## config.mk

```make
export PLATFORM = sky130hd
export DESIGN_NAME = sfr_top
export DESIGN_NICKNAME = d
export VERILOG_FILES = /design/src/verilog/sfr_pkg.sv /design/src/verilog/sfr_top.sv
export VERILOG_INCLUDE_DIRS = /design/src /design/src/verilog
export SDC_FILE = /design/constraint.sdc
export NUM_CORES = 1
export LEC_CHECK = 0
export ABC_CLOCK_PERIOD_IN_PS = 22000
export BUFFER_PORTS_ARGS = -buffer_cell sky130_fd_sc_hd__buf_4
export CAP_MARGIN = 0
export CELL_PAD_IN_SITES_DETAIL_PLACEMENT = 0
export CELL_PAD_IN_SITES_GLOBAL_PLACEMENT = 1
export CORE_MARGIN = 5
export CORE_UTILIZATION = 40
export DETAILED_ROUTE_END_ITERATION = 6
export PLACE_DENSITY = 0.69
export SKIP_CTS_REPAIR_TIMING = 1
export SLEW_MARGIN = 20
export SYNTH_ARGS = -nofsm -noshare
export SYNTH_HDL_FRONTEND = slang
export SYNTH_SLANG_ARGS = --single-unit
export TNS_END_PERCENT = 50
```

## constraint.sdc

```tcl
create_clock -name clk_sys_in -period 22 [get_ports clk_sys_in]
set_input_delay 3.3 -clock clk_sys_in [delete_from_list [all_inputs] [get_ports clk_sys_in]]
set_output_delay 3.3 -clock clk_sys_in [all_outputs]
set_load 0.02 [all_outputs]
```

## src/verilog/sfr_map.svh

```systemverilog
// register offsets, field positions, reset values and timing counts
// Behaviour
// - fade-out code in bits 7:4, 0 disables
// - fade-in code in bits 3:0, same encoding
// - fade-out time means full 30 mA ramp
// - fade-in time means full 30 mA ramp
// - partial fades keep full-scale rate, finish sooner
// - fade register sits at address 0x13
`ifndef SFR_MAP_SVH
`define SFR_MAP_SVH

// ****************************************************************
// register map
// ****************************************************************
`define SFR_ADDR_W          8
`define SFR_DATA_W          8
`define SFR_FADE_ADDR       8'h13
`define SFR_FADE_RESET      8'h00
`define SFR_RDATA_IDLE      8'h00

// ****************************************************************
// field positions
// ****************************************************************
`define SFR_OUT_MSB         7
`define SFR_OUT_LSB         4
`define SFR_IN_MSB          3
`define SFR_IN_LSB          0
`define SFR_CODE_W          4
`define SFR_CODE_OFF        4'h0

// ****************************************************************
// current level scale
// ****************************************************************
`define SFR_LEVEL_W         7
`define SFR_LEVEL_ZERO      7'h00
`define SFR_FULL_CODES      127
`define SFR_FULL_MA         30

// ****************************************************************
// timing: durations counted in tenths of a second
// ****************************************************************
`define SFR_CLK_PERIOD_NS   100
`define SFR_TENTH_MS        100
`define SFR_TENTH_CYC       ((`SFR_TENTH_MS * 1000000) / `SFR_CLK_PERIOD_NS)
`define SFR_STEP_CYC        (`SFR_TENTH_CYC / `SFR_FULL_CODES)
`define SFR_UNITS_W         6
`define SFR_CNT_W           24

`endif

```

## src/verilog/sfr_pkg.sv

```systemverilog
// types shared by the sink fade-rate block
`default_nettype none
package sfr_pkg;

    // ************************************************************
    // ramp engine states
    // ************************************************************
    typedef enum logic [1:0] {
        SFR_IDLE    = 2'b00,
        SFR_RAMP_UP = 2'b01,
        SFR_RAMP_DN = 2'b10
    } sfr_state_t;

    // a four-bit fade duration code
    typedef logic [3:0] sfr_code_t;

endpackage
`default_nettype wire

```

## src/verilog/sfr_top.sv

```systemverilog
// sink fade-rate register and full-scale-rate current ramp engine
`timescale 1ns/1ps
`default_nettype none
`include "sfr_map.svh"

module sfr_top #(
    // clock cycles of one step when the duration is one tenth second
    parameter int unsigned TENTH_STEP_CYC = `SFR_STEP_CYC
) (
    // clock and reset
    input  wire logic                     clk_sys_in,
    input  wire logic                     sys_rst_in,
    // register port from the serial programming logic
    input  wire logic                     reg_wr_in,
    input  wire logic                     reg_rd_in,
    input  wire logic [`SFR_ADDR_W-1:0]   reg_addr_in,
    input  wire logic [`SFR_DATA_W-1:0]   reg_wdata_in,
    output var  logic [`SFR_DATA_W-1:0]   reg_rdata_out,
    // fade codes towards the sink drivers
    output var  logic [`SFR_CODE_W-1:0]   fade_out_code_out,
    output var  logic [`SFR_CODE_W-1:0]   fade_in_code_out,
    // current level request and ramped result
    input  wire logic [`SFR_LEVEL_W-1:0]  target_in,
    output var  logic [`SFR_LEVEL_W-1:0]  level_out,
    output var  logic                     busy_out
);

    // ************************************************************
    // elaboration checks
    // ************************************************************
    // the step counter must hold the longest step period
    localparam longint unsigned MAX_PERIOD =
        longint'(TENTH_STEP_CYC) * 55;

    generate
        if (TENTH_STEP_CYC < 1) begin : g_bad_step
            $error("step period must be at least one cycle");
        end
        if (MAX_PERIOD >= (64'h0000_0001 << `SFR_CNT_W)) begin : g_bad_w
            $error("step period too long for the step counter");
        end
    endgenerate

    // ************************************************************
    // decoding functions
    // ************************************************************
    // duration in tenths of a second for a nonzero code:
    // 1..10 step by three tenths, 11..15 by five tenths from 35
    function automatic logic [`SFR_UNITS_W-1:0] code_units(
        input sfr_pkg::sfr_code_t code
    );
        logic [`SFR_UNITS_W-1:0] c;
        c = {2'b00, code};
        if (code <= 4'hA) begin
            code_units = c * 6'h03;
        end else begin
            code_units = 6'h23 + (c - 6'h0B) * 6'h05;
        end
    endfunction

    // cycles between two one-code steps of the level; the full
    // scale of 127 codes then takes the whole selected duration
    function automatic logic [`SFR_CNT_W-1:0] step_period(
        input sfr_pkg::sfr_code_t code
    );
        logic [`SFR_CNT_W-1:0] u;
        logic [`SFR_CNT_W-1:0] s;
        u = {{(`SFR_CNT_W-`SFR_UNITS_W){1'b0}}, code_units(code)};
        s = TENTH_STEP_CYC[`SFR_CNT_W-1:0];
        step_period = u * s;
    endfunction

    // ************************************************************
    // registers
    // ************************************************************
    logic [`SFR_DATA_W-1:0]   fade_rates_ff;  // sink_fade_rates
    logic [`SFR_DATA_W-1:0]   nxt_fade_rates;
    logic [`SFR_DATA_W-1:0]   rdata_ff;       // read answer
    logic [`SFR_DATA_W-1:0]   nxt_rdata;
    logic [`SFR_LEVEL_W-1:0]  level_ff;       // present level
    logic [`SFR_LEVEL_W-1:0]  nxt_level;
    logic [`SFR_CNT_W-1:0]    cnt_ff;         // step timer
    logic [`SFR_CNT_W-1:0]    nxt_cnt;
    sfr_pkg::sfr_state_t      state_ff;       // ramp state
    sfr_pkg::sfr_state_t      nxt_state;
    logic                     busy_ff;        // ramp in progress
    logic                     nxt_busy;

    // ************************************************************
    // register decode
    // ************************************************************
    // the fade register answers at its own address only
    // address decode
    wire hit_fade = (reg_addr_in == `SFR_FADE_ADDR);
    wire wr_fade  = reg_wr_in & hit_fade;
    wire rd_fade  = reg_rd_in & hit_fade;

    // fields of the stored register
    // fade-out field
    wire sfr_pkg::sfr_code_t out_code =
        fade_rates_ff[`SFR_OUT_MSB:`SFR_OUT_LSB];
    wire sfr_pkg::sfr_code_t in_code =
        fade_rates_ff[`SFR_IN_MSB:`SFR_IN_LSB];

    // a write replaces the whole byte; both fields are live at once
    assign nxt_fade_rates = wr_fade ? reg_wdata_in : fade_rates_ff;

    // other addresses read as zero so the outer mux can or them
    assign nxt_rdata = rd_fade ? fade_rates_ff : `SFR_RDATA_IDLE;

    // ************************************************************
    // ramp decisions
    // ************************************************************
    wire go_up   = (target_in > level_ff);   // target above level
    wire go_dn   = (target_in < level_ff);   // target below level
    wire at_tgt  = ~go_up & ~go_dn;          // nothing to do

    // the code that governs the ramp depends on its direction
    wire sfr_pkg::sfr_code_t dir_code = go_up ? in_code : out_code;

    wire no_fade = (dir_code == `SFR_CODE_OFF);

    wire [`SFR_CNT_W-1:0] period = step_period(dir_code);

    // a step falls due when the timer reaches one less than the period; codes
    // written mid-ramp take effect on the next comparison
    wire step_due = (cnt_ff >= period - 24'h00_0001);

    // one-code moves in either direction
    wire [`SFR_LEVEL_W-1:0] level_up = level_ff + 7'h01;
    wire [`SFR_LEVEL_W-1:0] level_dn = level_ff - 7'h01;

    // ************************************************************
    // ramp state machine
    // ************************************************************
    // the rate per code is fixed by the selected duration, so a
    // partial fade simply ends early; the trade is that a fade is
    // never stretched to fill the chosen time
    always_comb begin
        nxt_state = state_ff;
        nxt_level = level_ff;
        nxt_cnt   = cnt_ff;
        nxt_busy  = busy_ff;
        case (state_ff)
            // waiting for the target to move
            sfr_pkg::SFR_IDLE: begin
                nxt_cnt  = {`SFR_CNT_W{1'b0}};
                nxt_busy = 1'b0;
                if (!at_tgt) begin
                    if (no_fade) begin
                        nxt_level = target_in;
                    end else begin
                        nxt_busy  = 1'b1;
                        nxt_state = go_up ? sfr_pkg::SFR_RAMP_UP
                                          : sfr_pkg::SFR_RAMP_DN;
                    end
                end
            end
            // rising towards the target
            sfr_pkg::SFR_RAMP_UP: begin
                if (!go_up || no_fade) begin
                    // target reached, reversed or fade disabled
                    nxt_state = sfr_pkg::SFR_IDLE;
                    nxt_cnt   = {`SFR_CNT_W{1'b0}};
                end else if (step_due) begin
                    nxt_level = level_up;
                    nxt_cnt   = {`SFR_CNT_W{1'b0}};
                    if (level_up == target_in) begin
                        nxt_state = sfr_pkg::SFR_IDLE;
                        nxt_busy  = 1'b0;
                    end
                end else begin
                    nxt_cnt = cnt_ff + 24'h00_0001;
                end
            end
            // falling towards the target
            sfr_pkg::SFR_RAMP_DN: begin
                if (!go_dn || no_fade) begin
                    nxt_state = sfr_pkg::SFR_IDLE;
                    nxt_cnt   = {`SFR_CNT_W{1'b0}};
                end else if (step_due) begin
                    nxt_level = level_dn;
                    nxt_cnt   = {`SFR_CNT_W{1'b0}};
                    if (level_dn == target_in) begin
                        nxt_state = sfr_pkg::SFR_IDLE;
                        nxt_busy  = 1'b0;
                    end
                end else begin
                    nxt_cnt = cnt_ff + 24'h00_0001;
                end
            end
            // unreachable codes fall back to idle
            default: begin
                nxt_state = sfr_pkg::SFR_IDLE;
                nxt_cnt   = {`SFR_CNT_W{1'b0}};
                nxt_busy  = 1'b0;
            end
        endcase
    end

    // ************************************************************
    // register file flops
    // ************************************************************
    // fade codes reset to disabled so the sinks start unramped
    always_ff @(posedge clk_sys_in) begin
        if (sys_rst_in) begin
            fade_rates_ff <= `SFR_FADE_RESET;
            rdata_ff      <= `SFR_RDATA_IDLE;
        end else begin
            fade_rates_ff <= nxt_fade_rates;
            rdata_ff      <= nxt_rdata;
        end
    end

    // ************************************************************
    // ramp flops
    // ************************************************************
    // level starts at zero current after reset
    always_ff @(posedge clk_sys_in) begin
        if (sys_rst_in) begin
            state_ff <= sfr_pkg::SFR_IDLE;
            level_ff <= `SFR_LEVEL_ZERO;
            cnt_ff   <= {`SFR_CNT_W{1'b0}};
            busy_ff  <= 1'b0;
        end else begin
            state_ff <= nxt_state;
            level_ff <= nxt_level;
            cnt_ff   <= nxt_cnt;
            busy_ff  <= nxt_busy;
        end
    end

    // ************************************************************
    // outputs, all straight from flops
    // ************************************************************
    assign reg_rdata_out     = rdata_ff;
    assign fade_out_code_out = fade_rates_ff[`SFR_OUT_MSB:`SFR_OUT_LSB];
    assign fade_in_code_out  = fade_rates_ff[`SFR_IN_MSB:`SFR_IN_LSB];
    assign level_out         = level_ff;
    assign busy_out          = busy_ff;

endmodule
`default_nettype wire

```

==> flow_summary_export.csv, run 1 <==
group,metric,value,unit
outcome,status,"completed",
floorplanning,die_h,125.5,µm
floorplanning,die_w,125.5,µm
detailed_routing,post_drt_wl_per_cell,14.89,µm
sta,rsz0062_at_grt,"no",
power_and_ir_drop,peakVddDrop,38.45,µV
logic_synthesis,ys_ff_latch,50,
critical_path,crit_family,"adder cells",
sta,setup_violations,0,
global_route,grt_pass1_vias,4372,
detailed_routing,dr.pass1.iters,4,
critical_path,endpoint_kind,"register",
detailed_routing,routed_wl,12.64,mm
power_and_ir_drop,p_sw_share,41.82,%
floorplanning,core.rowCount,42,
sta,drv_slew,0,
critical_path,critPathBufInv,6,
final_layout,design_area,6025,µm²
flow_run,drv_cap,0,
global_route,grt_max_degree,25,
global_route,grt_pass1_wl,21.30,mm
global_route,grt_use_total,16.17,%
detailed_routing,drt_iter0_drc,179,
place,hpwlAfterDp,10.43,mm
power_and_ir_drop,power_density,65.13,nW/µm²
sta,worstMarginPinSlew,1.114,ns
critical_path,cpMostUsedCell,"ha_1",
power_and_ir_drop,p_int,0.0002283,W
logic_synthesis,yosysWarnings,0,
critical_path,required,22.21,ns
sta,relSlewSlack,25.75,%
place,place_congestion,0.8315,
global_route,grt_overflow,0,
floorplanning,core_area,13140,µm²
final_layout,final_nets,793,
sta,fin_skew,0.006313,ns
cts,cts_inserted_buffers,5,
final_layout,drive_above_1_share,12.04,%
cts,clk_latency,0.30,ns
power_and_ir_drop,p_leak,2.902,nW
sta,hold_viol,0,
critical_path,cp_slowest_stage_delay,0.83,ns
floorplanning,pin_count,51,
logic_synthesis,synthFlopType,"dfxtp_1",
detailed_routing,drc,0,
final_layout,syn_to_final_growth,12.92,%
place,dpl_cell_area,5882,µm²
critical_path,crit_slowest_cell,"nand4b_1",
detailed_routing,viasPerCell,5.171,
power_and_ir_drop,p_comb_share,51.7,%
cts,root_buffer,"clkbuf_16",
floorplanning,fp.dieArea,15750,µm²
worst_hold_path,min_path_type,"register to register",
sta,holdWs,0.4827,ns
logic_synthesis,syn_area,5335,µm²
logic_synthesis,synth_edf_count,0,
sta,finalCriticalPeriod,14.13,ns
logic_synthesis,synth_seq_area_share,18.76,%
logic_synthesis,syn_nets,748,
critical_path,crit_path_start_kind,"primary input",
power_and_ir_drop,p_switching,0.0001641,W
logic_synthesis,postSynth.asyncResetShare,0,%
critical_path,critical_path_class,"primary input to register",
logic_synthesis,postSynthAreaPerCell,8.509,µm²
floorplanning,initial_core_util,40.61,%
sta,fin_setup_tns,0,ns
final_layout,utilization,45.86,%
cts,cts_tree,"yes",
critical_path,cp_max_fo,24,
global_route,antenna_found_initial,0,
sta,fmax,70.75,MHz
detailed_routing,vias,4390,
logic_synthesis,yosysUniqueCellTypes,65,
cts,clockBufferDepth,2,
logic_synthesis,synthCells,627,
final_layout,diodes,0,
cts,clk_pin_slew_worst_paths,0.07,ns
critical_path,critPathArrivalTime,14.34,ns
power_and_ir_drop,sequentialPowerShare,28.5,%
cts,cts_sinks,50,
sta,finalCritPeriodShare,64.25,%
place,numPortBuffers,50,
detailed_routing,final_antenna_net_count,0,
power_and_ir_drop,power_frac_clock,19.8,%
cts,h-tree-depth,2,
## flip-flops by register name, indices dropped and copies added (netlist names)
| name | count |
|---|---|
| fade_rates_ff | 8 |
| busy_out | 1 |
| cnt_ff | 24 |
| level_out | 7 |
| state_ff | 2 |
| reg_rdata_out | 8 |
## stage by stage
step,std cells,setup slack [ns],power [W]
after floorplan,627,9.113,0.0002645
after detailed placement,841,7.514,0.0003171
final,849,7.866,0.0003924
after global routing,849,6.890,0.0004240
after CTS,849,7.778,0.0003959
after global placement,841,7.816,0.0003148
## worst reg2reg max path, delay by kind of cell, from the launching register on
| kind | cells | cell delay, ns |
|---|---|---|
| adder cells (fa/ha/maj) | 10 | 3.70 |
| XOR/XNOR | 2 | 0.31 |
| buffers and inverters | 6 | 0.80 |
| multiplexers | 2 | 0.98 |
| flip-flops | 1 | 0.66 |
| AO/OA/AOI/OAI | 14 | 3.06 |
| AND/OR/NAND/NOR | 5 | 2.15 |
## routing by layer
layer,routed length (µm),global-route usage [%],part of all wire (%)
met1,6207,21.99,49
met2,5984,27.44,47
met3,292,1.962,2.3
met4,158,3.699,1.2
met5,0,0,0
## cell usage in the layout (no fill, tap or decap), drive strengths merged, types with 5 or more instances in the layout
master	instances
nor3	9
a211oi	12
o211ai	5
a21oi	30
and2	10
xor2	21
mux2i	24
xnor2	41
nor2	78
fa	15
nand3	19
nand2b	5
a21o	16
buf	50
nand4	10
xnor3	5
o21bai	5
ha	79
inv	60
o21ai	18
dfxtp	50
o21a	5
clkbuf	6
nand2	37
nor4	6
## synthesized netlist by cell type, drive strengths merged, types with 5 or more instances
master	number	area (µm²)
a211oi	12	90.09
clkbuf	12	48.80
nor3	9	45.04
nand2	37	138.9
a21oi	30	172.7
o21bai	5	41.29
inv	60	225.2
fa	15	300.3
o21a	5	37.54
nor2	78	292.8
xnor2	41	359.1
nand4	10	62.56
o21ai	18	112.6
o211ai	5	37.54
xnor3	5	113.9
nor4	6	37.54
a21o	16	122.6
ha	79	988.5
mux2i	24	251.5
xor2	21	183.9
dfxtp	50	1001
nand3	19	95.09
nand2b	5	31.28
and2	10	62.56
## path summary, 6_finish.rpt
check	slack [ns]	from	depth (start not counted)	end
setup reg to reg	10.27	level_out[2]	39	cnt_ff[20]
setup / recovery	7.87	target_in[4]	39	cnt_ff[20]
hold / removal	0.48	cnt_ff[0]	1	cnt_ff[0]
hold reg to reg	0.48	cnt_ff[0]	1	cnt_ff[0]
## power groups by stage
stage / Sequential [W] / Combinational [W] / Clock, W
after CTS: 0.000112 / 0.000204 / 0.0000797
after floorplan: 0.000114 / 0.000151 / 0
after global routing: 0.000114 / 0.000226 / 0.0000839
after global placement: 0.000114 / 0.000201 / 0
after detailed placement: 0.000114 / 0.000203 / 0
final: 0.000112 / 0.000203 / 0.0000775
## kinds of logic after synthesis
family	share of synthesized area, %
compound gates	16.65
xor+xnor	12.31
fa+ha+maj	24.16
buf+inv	5.136
flops	18.76
mux	5.417
simple gates	17.57
## cell type report
cell class,instances,area (µm²)
fill,1338,7113
multi-input combinational,505,4060
sequential,50,1001
timing repair buffer,50,375.4
inverter,60,225.2
tap,176,220.2
clock buffer,6,128.9
clock inverter,2,13.76
(Power assumes the default switching activity.)
==> run 2, diff against run 1 <==
ABC_CLOCK_PERIOD_IN_PS = 11350   (was 22000)
PLACE_DENSITY = 0.72   (was 0.69)
clock period = 11.35 ns   (was 22 ns; I/O delays follow)
==> flow_summary_export.csv, run 2 (synthesized netlist as in run 1, its figures left out) <==
group,metric,value,unit
outcome,status,"completed",
final_layout,final_nets,822,
critical_path,cpMostUsedCell,"ha_1",
cts,h-tree-depth,2,
final_layout,fin_cells,878,
power_and_ir_drop,p_leak,3.081,nW
sta,finalCritPeriodShare,96.58,%
floorplanning,core_area,13140,µm²
sta,relSlewSlack,50.50,%
global_route,grt_use_total,16.57,%
critical_path,startpoint,"target_in[4]",
sta,finalCriticalPeriod,10.96,ns
detailed_routing,vias,4613,
cts,clk_latency,0.30,ns
global_route,grt_pass1_wl,22.09,mm
global_route,grt_overflow,0,
sta,holdWs,0.4813,ns
detailed_routing,drt_iter0_drc,244,
detailed_routing,final_antenna_net_count,0,
final_layout,syn_to_final_growth,20.64,%
final_layout,largest_reg_flops,24,
detailed_routing,post_drt_wl_per_cell,15.13,µm
critical_path,r2r_start,"level_out[2]",
sta,hold_viol,0,
detailed_routing,routed_wl,13.29,mm
global_route,grt_pass1_vias,4579,
place,place_inst,862,
floorplanning,die_w,125.5,µm
detailed_routing,viasPerCell,5.254,
place,numPortBuffers,50,
critical_path,crit_slowest_cell,"or4_4",
worst_hold_path,min_path_type,"register to register",
sta,drv_slew,0,
sta,setup_violations,0,
detailed_routing,dr.pass1.iters,4,
critical_path,cp_max_fo,12,
power_and_ir_drop,power_density,127.4,nW/µm²
critical_path,cp_slowest_stage_delay,0.55,ns
final_layout,mostFrequentLayoutCells,"nor2_1 (78), ha_1 (75), buf_4 (75)",
critical_path,required,11.59,ns
sta,fin_skew,0.003944,ns
floorplanning,die_h,125.5,µm
place,place_congestion,0.8842,
global_route,grt_max_degree,25,
cts,cts_inserted_buffers,5,
cts,root_buffer,"clkbuf_16",
sta,worstMarginPinSlew,0.7410,ns
floorplanning,core.rowCount,42,
worst_hold_path,min_from,"busy_out",
critical_path,crit_family,"adder cells",
cts,cts_sinks,50,
sta,fmax,91.22,MHz
cts,clockBufferDepth,2,
critical_path,endpoint_kind,"register",
floorplanning,pin_count,51,
place,dpl_cell_area,6040,µm²
global_route,antenna_found_initial,0,
sta,fin_setup_tns,0,ns
critical_path,critPathArrivalTime,11.20,ns
power_and_ir_drop,peakVddDrop,64.94,µV
flow_run,drv_cap,0,
final_layout,top_register,"cnt_ff",
floorplanning,initial_core_util,40.61,%
critical_path,crit_path_start_kind,"primary input",
final_layout,diodes,0,
final_layout,drive_above_1_share,18.66,%
cts,cts_tree,"yes",
detailed_routing,drc,0,
critical_path,critical_path_class,"primary input to register",
place,hpwlAfterDp,10.80,mm
cts,clk_pin_slew_worst_paths,0.07,ns
final_layout,design_area,6436,µm²
floorplanning,fp.dieArea,15750,µm²
final_layout,layout_commonest_cell,"nor2_1",
critical_path,critPathBufInv,8,
[run 2: changes by cell type in the layout (fill, tap and decap cells not counted), sizes merged]
cell / previous run / this run
buf: 50 / 78
clkinv: 2 / 1
inv: 60 / 61
bufinv: 0 / 1
[run 2: tightest hold or removal path: stages, from the launching register on]
cell,delay (ns)
dfxtp_1,0.31
nand2b_1,0.06
mux2i_1,0.06
[run 2: final cells by class]
| class | count | area [µm²] |
|---|---|---|
| inverter | 60 | 225.2 |
| clock buffer | 5 | 125.1 |
| multi-input combinational | 505 | 4195 |
| clock inverter | 3 | 43.79 |
| sequential | 50 | 1001 |
| fill | 1302 | 6701 |
| timing repair buffer | 79 | 625.6 |
| tap | 176 | 220.2 |
[run 2: final timing paths]
kind	end	slack [ns]	cells past startpoint
min	busy_out	0.48	2
max reg2reg	cnt_ff[4]	1.08	41
min reg2reg	busy_out	0.48	2
max	cnt_ff[4]	0.39	41
[run 2: layer usage]
layer / wire [µm] / track usage (%) / vias up
li1: - / - / 2341
met3: 384 / 2.260 / 14
met2: 6532 / 27.72 / 65
met4: 191 / 4.719 / 0
met5: 0 / 0 / -
met1: 6179 / 22.35 / 2193
[run 2: through the flow]
step	util [%]	setup WS, ns	power, W
after floorplan	-	0.06092	0.0005127
after global placement	45.97	0.06652	0.0006112
after detailed placement	45.97	-0.2390	0.0006214
after CTS	47.26	0.06446	0.0008016
after global routing	48.99	-0.05777	0.0008754
final	48.99	0.3878	0.0008200
[run 2: power breakdown]
group | internal (W) | switching (W) | total (W)
registers | 0.000188 | 0.0000319 | 0.000220
clock network | 0.000105 | 0.0000720 | 0.000177
logic | 0.000192 | 0.000232 | 0.000423
total | 0.000485 | 0.000335 | 0.000820
==> run 3, diff against run 2 <==
CORE_MARGIN = default   (was 5)
==> flow_summary_export.csv, run 3 (synthesized netlist as in run 1, its figures left out) <==
group,metric,value,unit
place,dpl_cell_area,6050,µm²
floorplanning,die_h,117.5,µm
floorplanning,die_w,117.5,µm
place,place_congestion,0.8592,
critical_path,crit_slowest_cell,"fa_1",
flow_run,drv_cap,0,
sta,finalCriticalPeriod,10.95,ns
floorplanning,fp.dieArea,13800,µm²
critical_path,cp_slowest_stage_delay,0.50,ns
floorplanning,core_area,12820,µm²
sta,fin_skew,0.003258,ns
cts,clockBufferDepth,2,
critical_path,cpMostUsedCell,"ha_1",
power_and_ir_drop,power_density,127.3,nW/µm²
global_route,grt_pass1_wl,21.56,mm
worst_hold_path,hold_depth,2,
sta,holdWs,0.4852,ns
global_route,antenna_found_initial,0,
final_layout,fin_cells,873,
floorplanning,pin_count,51,
global_route,grt_overflow,0,
detailed_routing,final_antenna_net_count,0,
global_route,grt_pass1_vias,4441,
sta,setup_violations,0,
detailed_routing,vias,4602,
final_layout,drive_above_1_share,17.55,%
place,numPortBuffers,50,
critical_path,crit_path_start_kind,"primary input",
sta,drv_slew,0,
detailed_routing,drt_iter0_drc,154,
cts,root_buffer,"clkbuf_16",
final_layout,largest_reg_flops,24,
global_route,grt_max_degree,25,
critical_path,critical_path_class,"primary input to register",
floorplanning,core.rowCount,41,
final_layout,diodes,0,
final_layout,syn_to_final_growth,19.02,%
final_layout,fill_cells,1292,
cts,cts_tree,"yes",
cts,h-tree-depth,2,
place,place_inst,860,
critical_path,critPathArrivalTime,11.13,ns
detailed_routing,post_drt_wl_per_cell,14.88,µm
final_layout,multiInputGateArea,4165,µm²
cts,cts_sinks,50,
final_layout,final_nets,821,
outcome,status,"completed",
final_layout,top_register,"cnt_ff",
sta,hold_viol,0,
place,hpwlAfterDp,10.50,mm
cts,clk_pin_slew_worst_paths,0.07,ns
power_and_ir_drop,p_total,0.0008086,W
sta,fin_setup_tns,0,ns
sta,finalCritPeriodShare,96.50,%
sta,fmax,91.31,MHz
global_route,grt_use_total,19.01,%
detailed_routing,drc,0,
floorplanning,initial_core_util,41.60,%
critical_path,reg2reg_depth,42,
critical_path,cp_max_fo,5,
final_layout,seq_area,1001,µm²
sta,relSlewSlack,46.39,%
detailed_routing,dr.pass1.iters,4,
critical_path,endpoint_kind,"register",
power_and_ir_drop,p_leak,3.061,nW
detailed_routing,viasPerCell,5.271,
critical_path,required,11.53,ns
power_and_ir_drop,peakVddDrop,79.86,µV
cts,cts_inserted_buffers,5,
cts,clk_latency,0.30,ns
detailed_routing,routed_wl,12.99,mm
final_layout,mostFrequentLayoutCells,"nor2_1 (78), ha_1 (78), buf_4 (76)",
worst_hold_path,min_path_type,"register to register",
final_layout,design_area,6350,µm²
sta,worstMarginPinSlew,0.8025,ns
## run 3: cell types whose count changed in the layout (fill, tap and decap cells not counted), sizes merged
cell,previous run,this run
clkbuf,6,7
bufinv,1,0
inv,61,60
a21oi,30,31
buf,78,77
## run 3: layer usage
| layer | GRT usage [%] | share of wire [%] | wire length [µm] | vias up |
|---|---|---|---|---|
| li1 | - | - | - | 2345 |
| met1 | 25.72 | 50 | 6451 | 2197 |
| met2 | 31.40 | 46 | 6029 | 45 |
| met3 | 2.471 | 2.5 | 322 | 15 |
| met4 | 5.849 | 1.5 | 191 | 0 |
| met5 | 0 | 0 | 0 | - |
## run 3: where the power goes
| part | internal, W | switching [W] | total [W] | leakage (nW) |
|---|---|---|---|---|
| Clock | 0.0000943 | 0.0000683 | 0.000163 | 0.0801 |
| Sequential | 0.000188 | 0.0000299 | 0.000218 | 0.404 |
| Combinational | 0.000191 | 0.000237 | 0.000428 | 2.58 |
## run 3: final timing paths
check | start | end | slack, ns
setup / recovery | target_in[4] | level_out[2] | 0.40
hold / removal | busy_out | busy_out | 0.49
setup reg to reg | level_out[2] | level_out[2] | 1.22
hold reg to reg | busy_out | busy_out | 0.49
## run 3: worst max-delay path: cells and delay by family
family                     cells  cell delay, ns
xor gates and xnor gates       5            0.91
AOI/OAI and AO/OA             16            3.21
adders and majority gates     10            3.31
and+or+nand+nor                4            1.09
muxes                          1            0.29
buffers and inverters          6            0.60
## run 3: through the flow
| stage | worst slack, ns | util (%) |
|---|---|---|
| 2_1_floorplan | 0.06092 | - |
| 3_3_place_gp | 0.02627 | 47.17 |
| 3_5_place_dp | -0.1888 | 47.17 |
| 4_1_cts | 0.1073 | 48.43 |
| 5_1_grt | -0.03098 | 49.51 |
| 6_report | 0.3977 | 49.51 |
## run 3: final cells by class
cell class	instances	area share, %
Clock buffer	7	2.404
Clock inverter	1	0.1379
Sequential cell	50	15.76
Tap cell	172	3.389
Multi-Input combinational cell	506	65.60
Inverter	60	3.547
Timing Repair Buffer	77	9.163
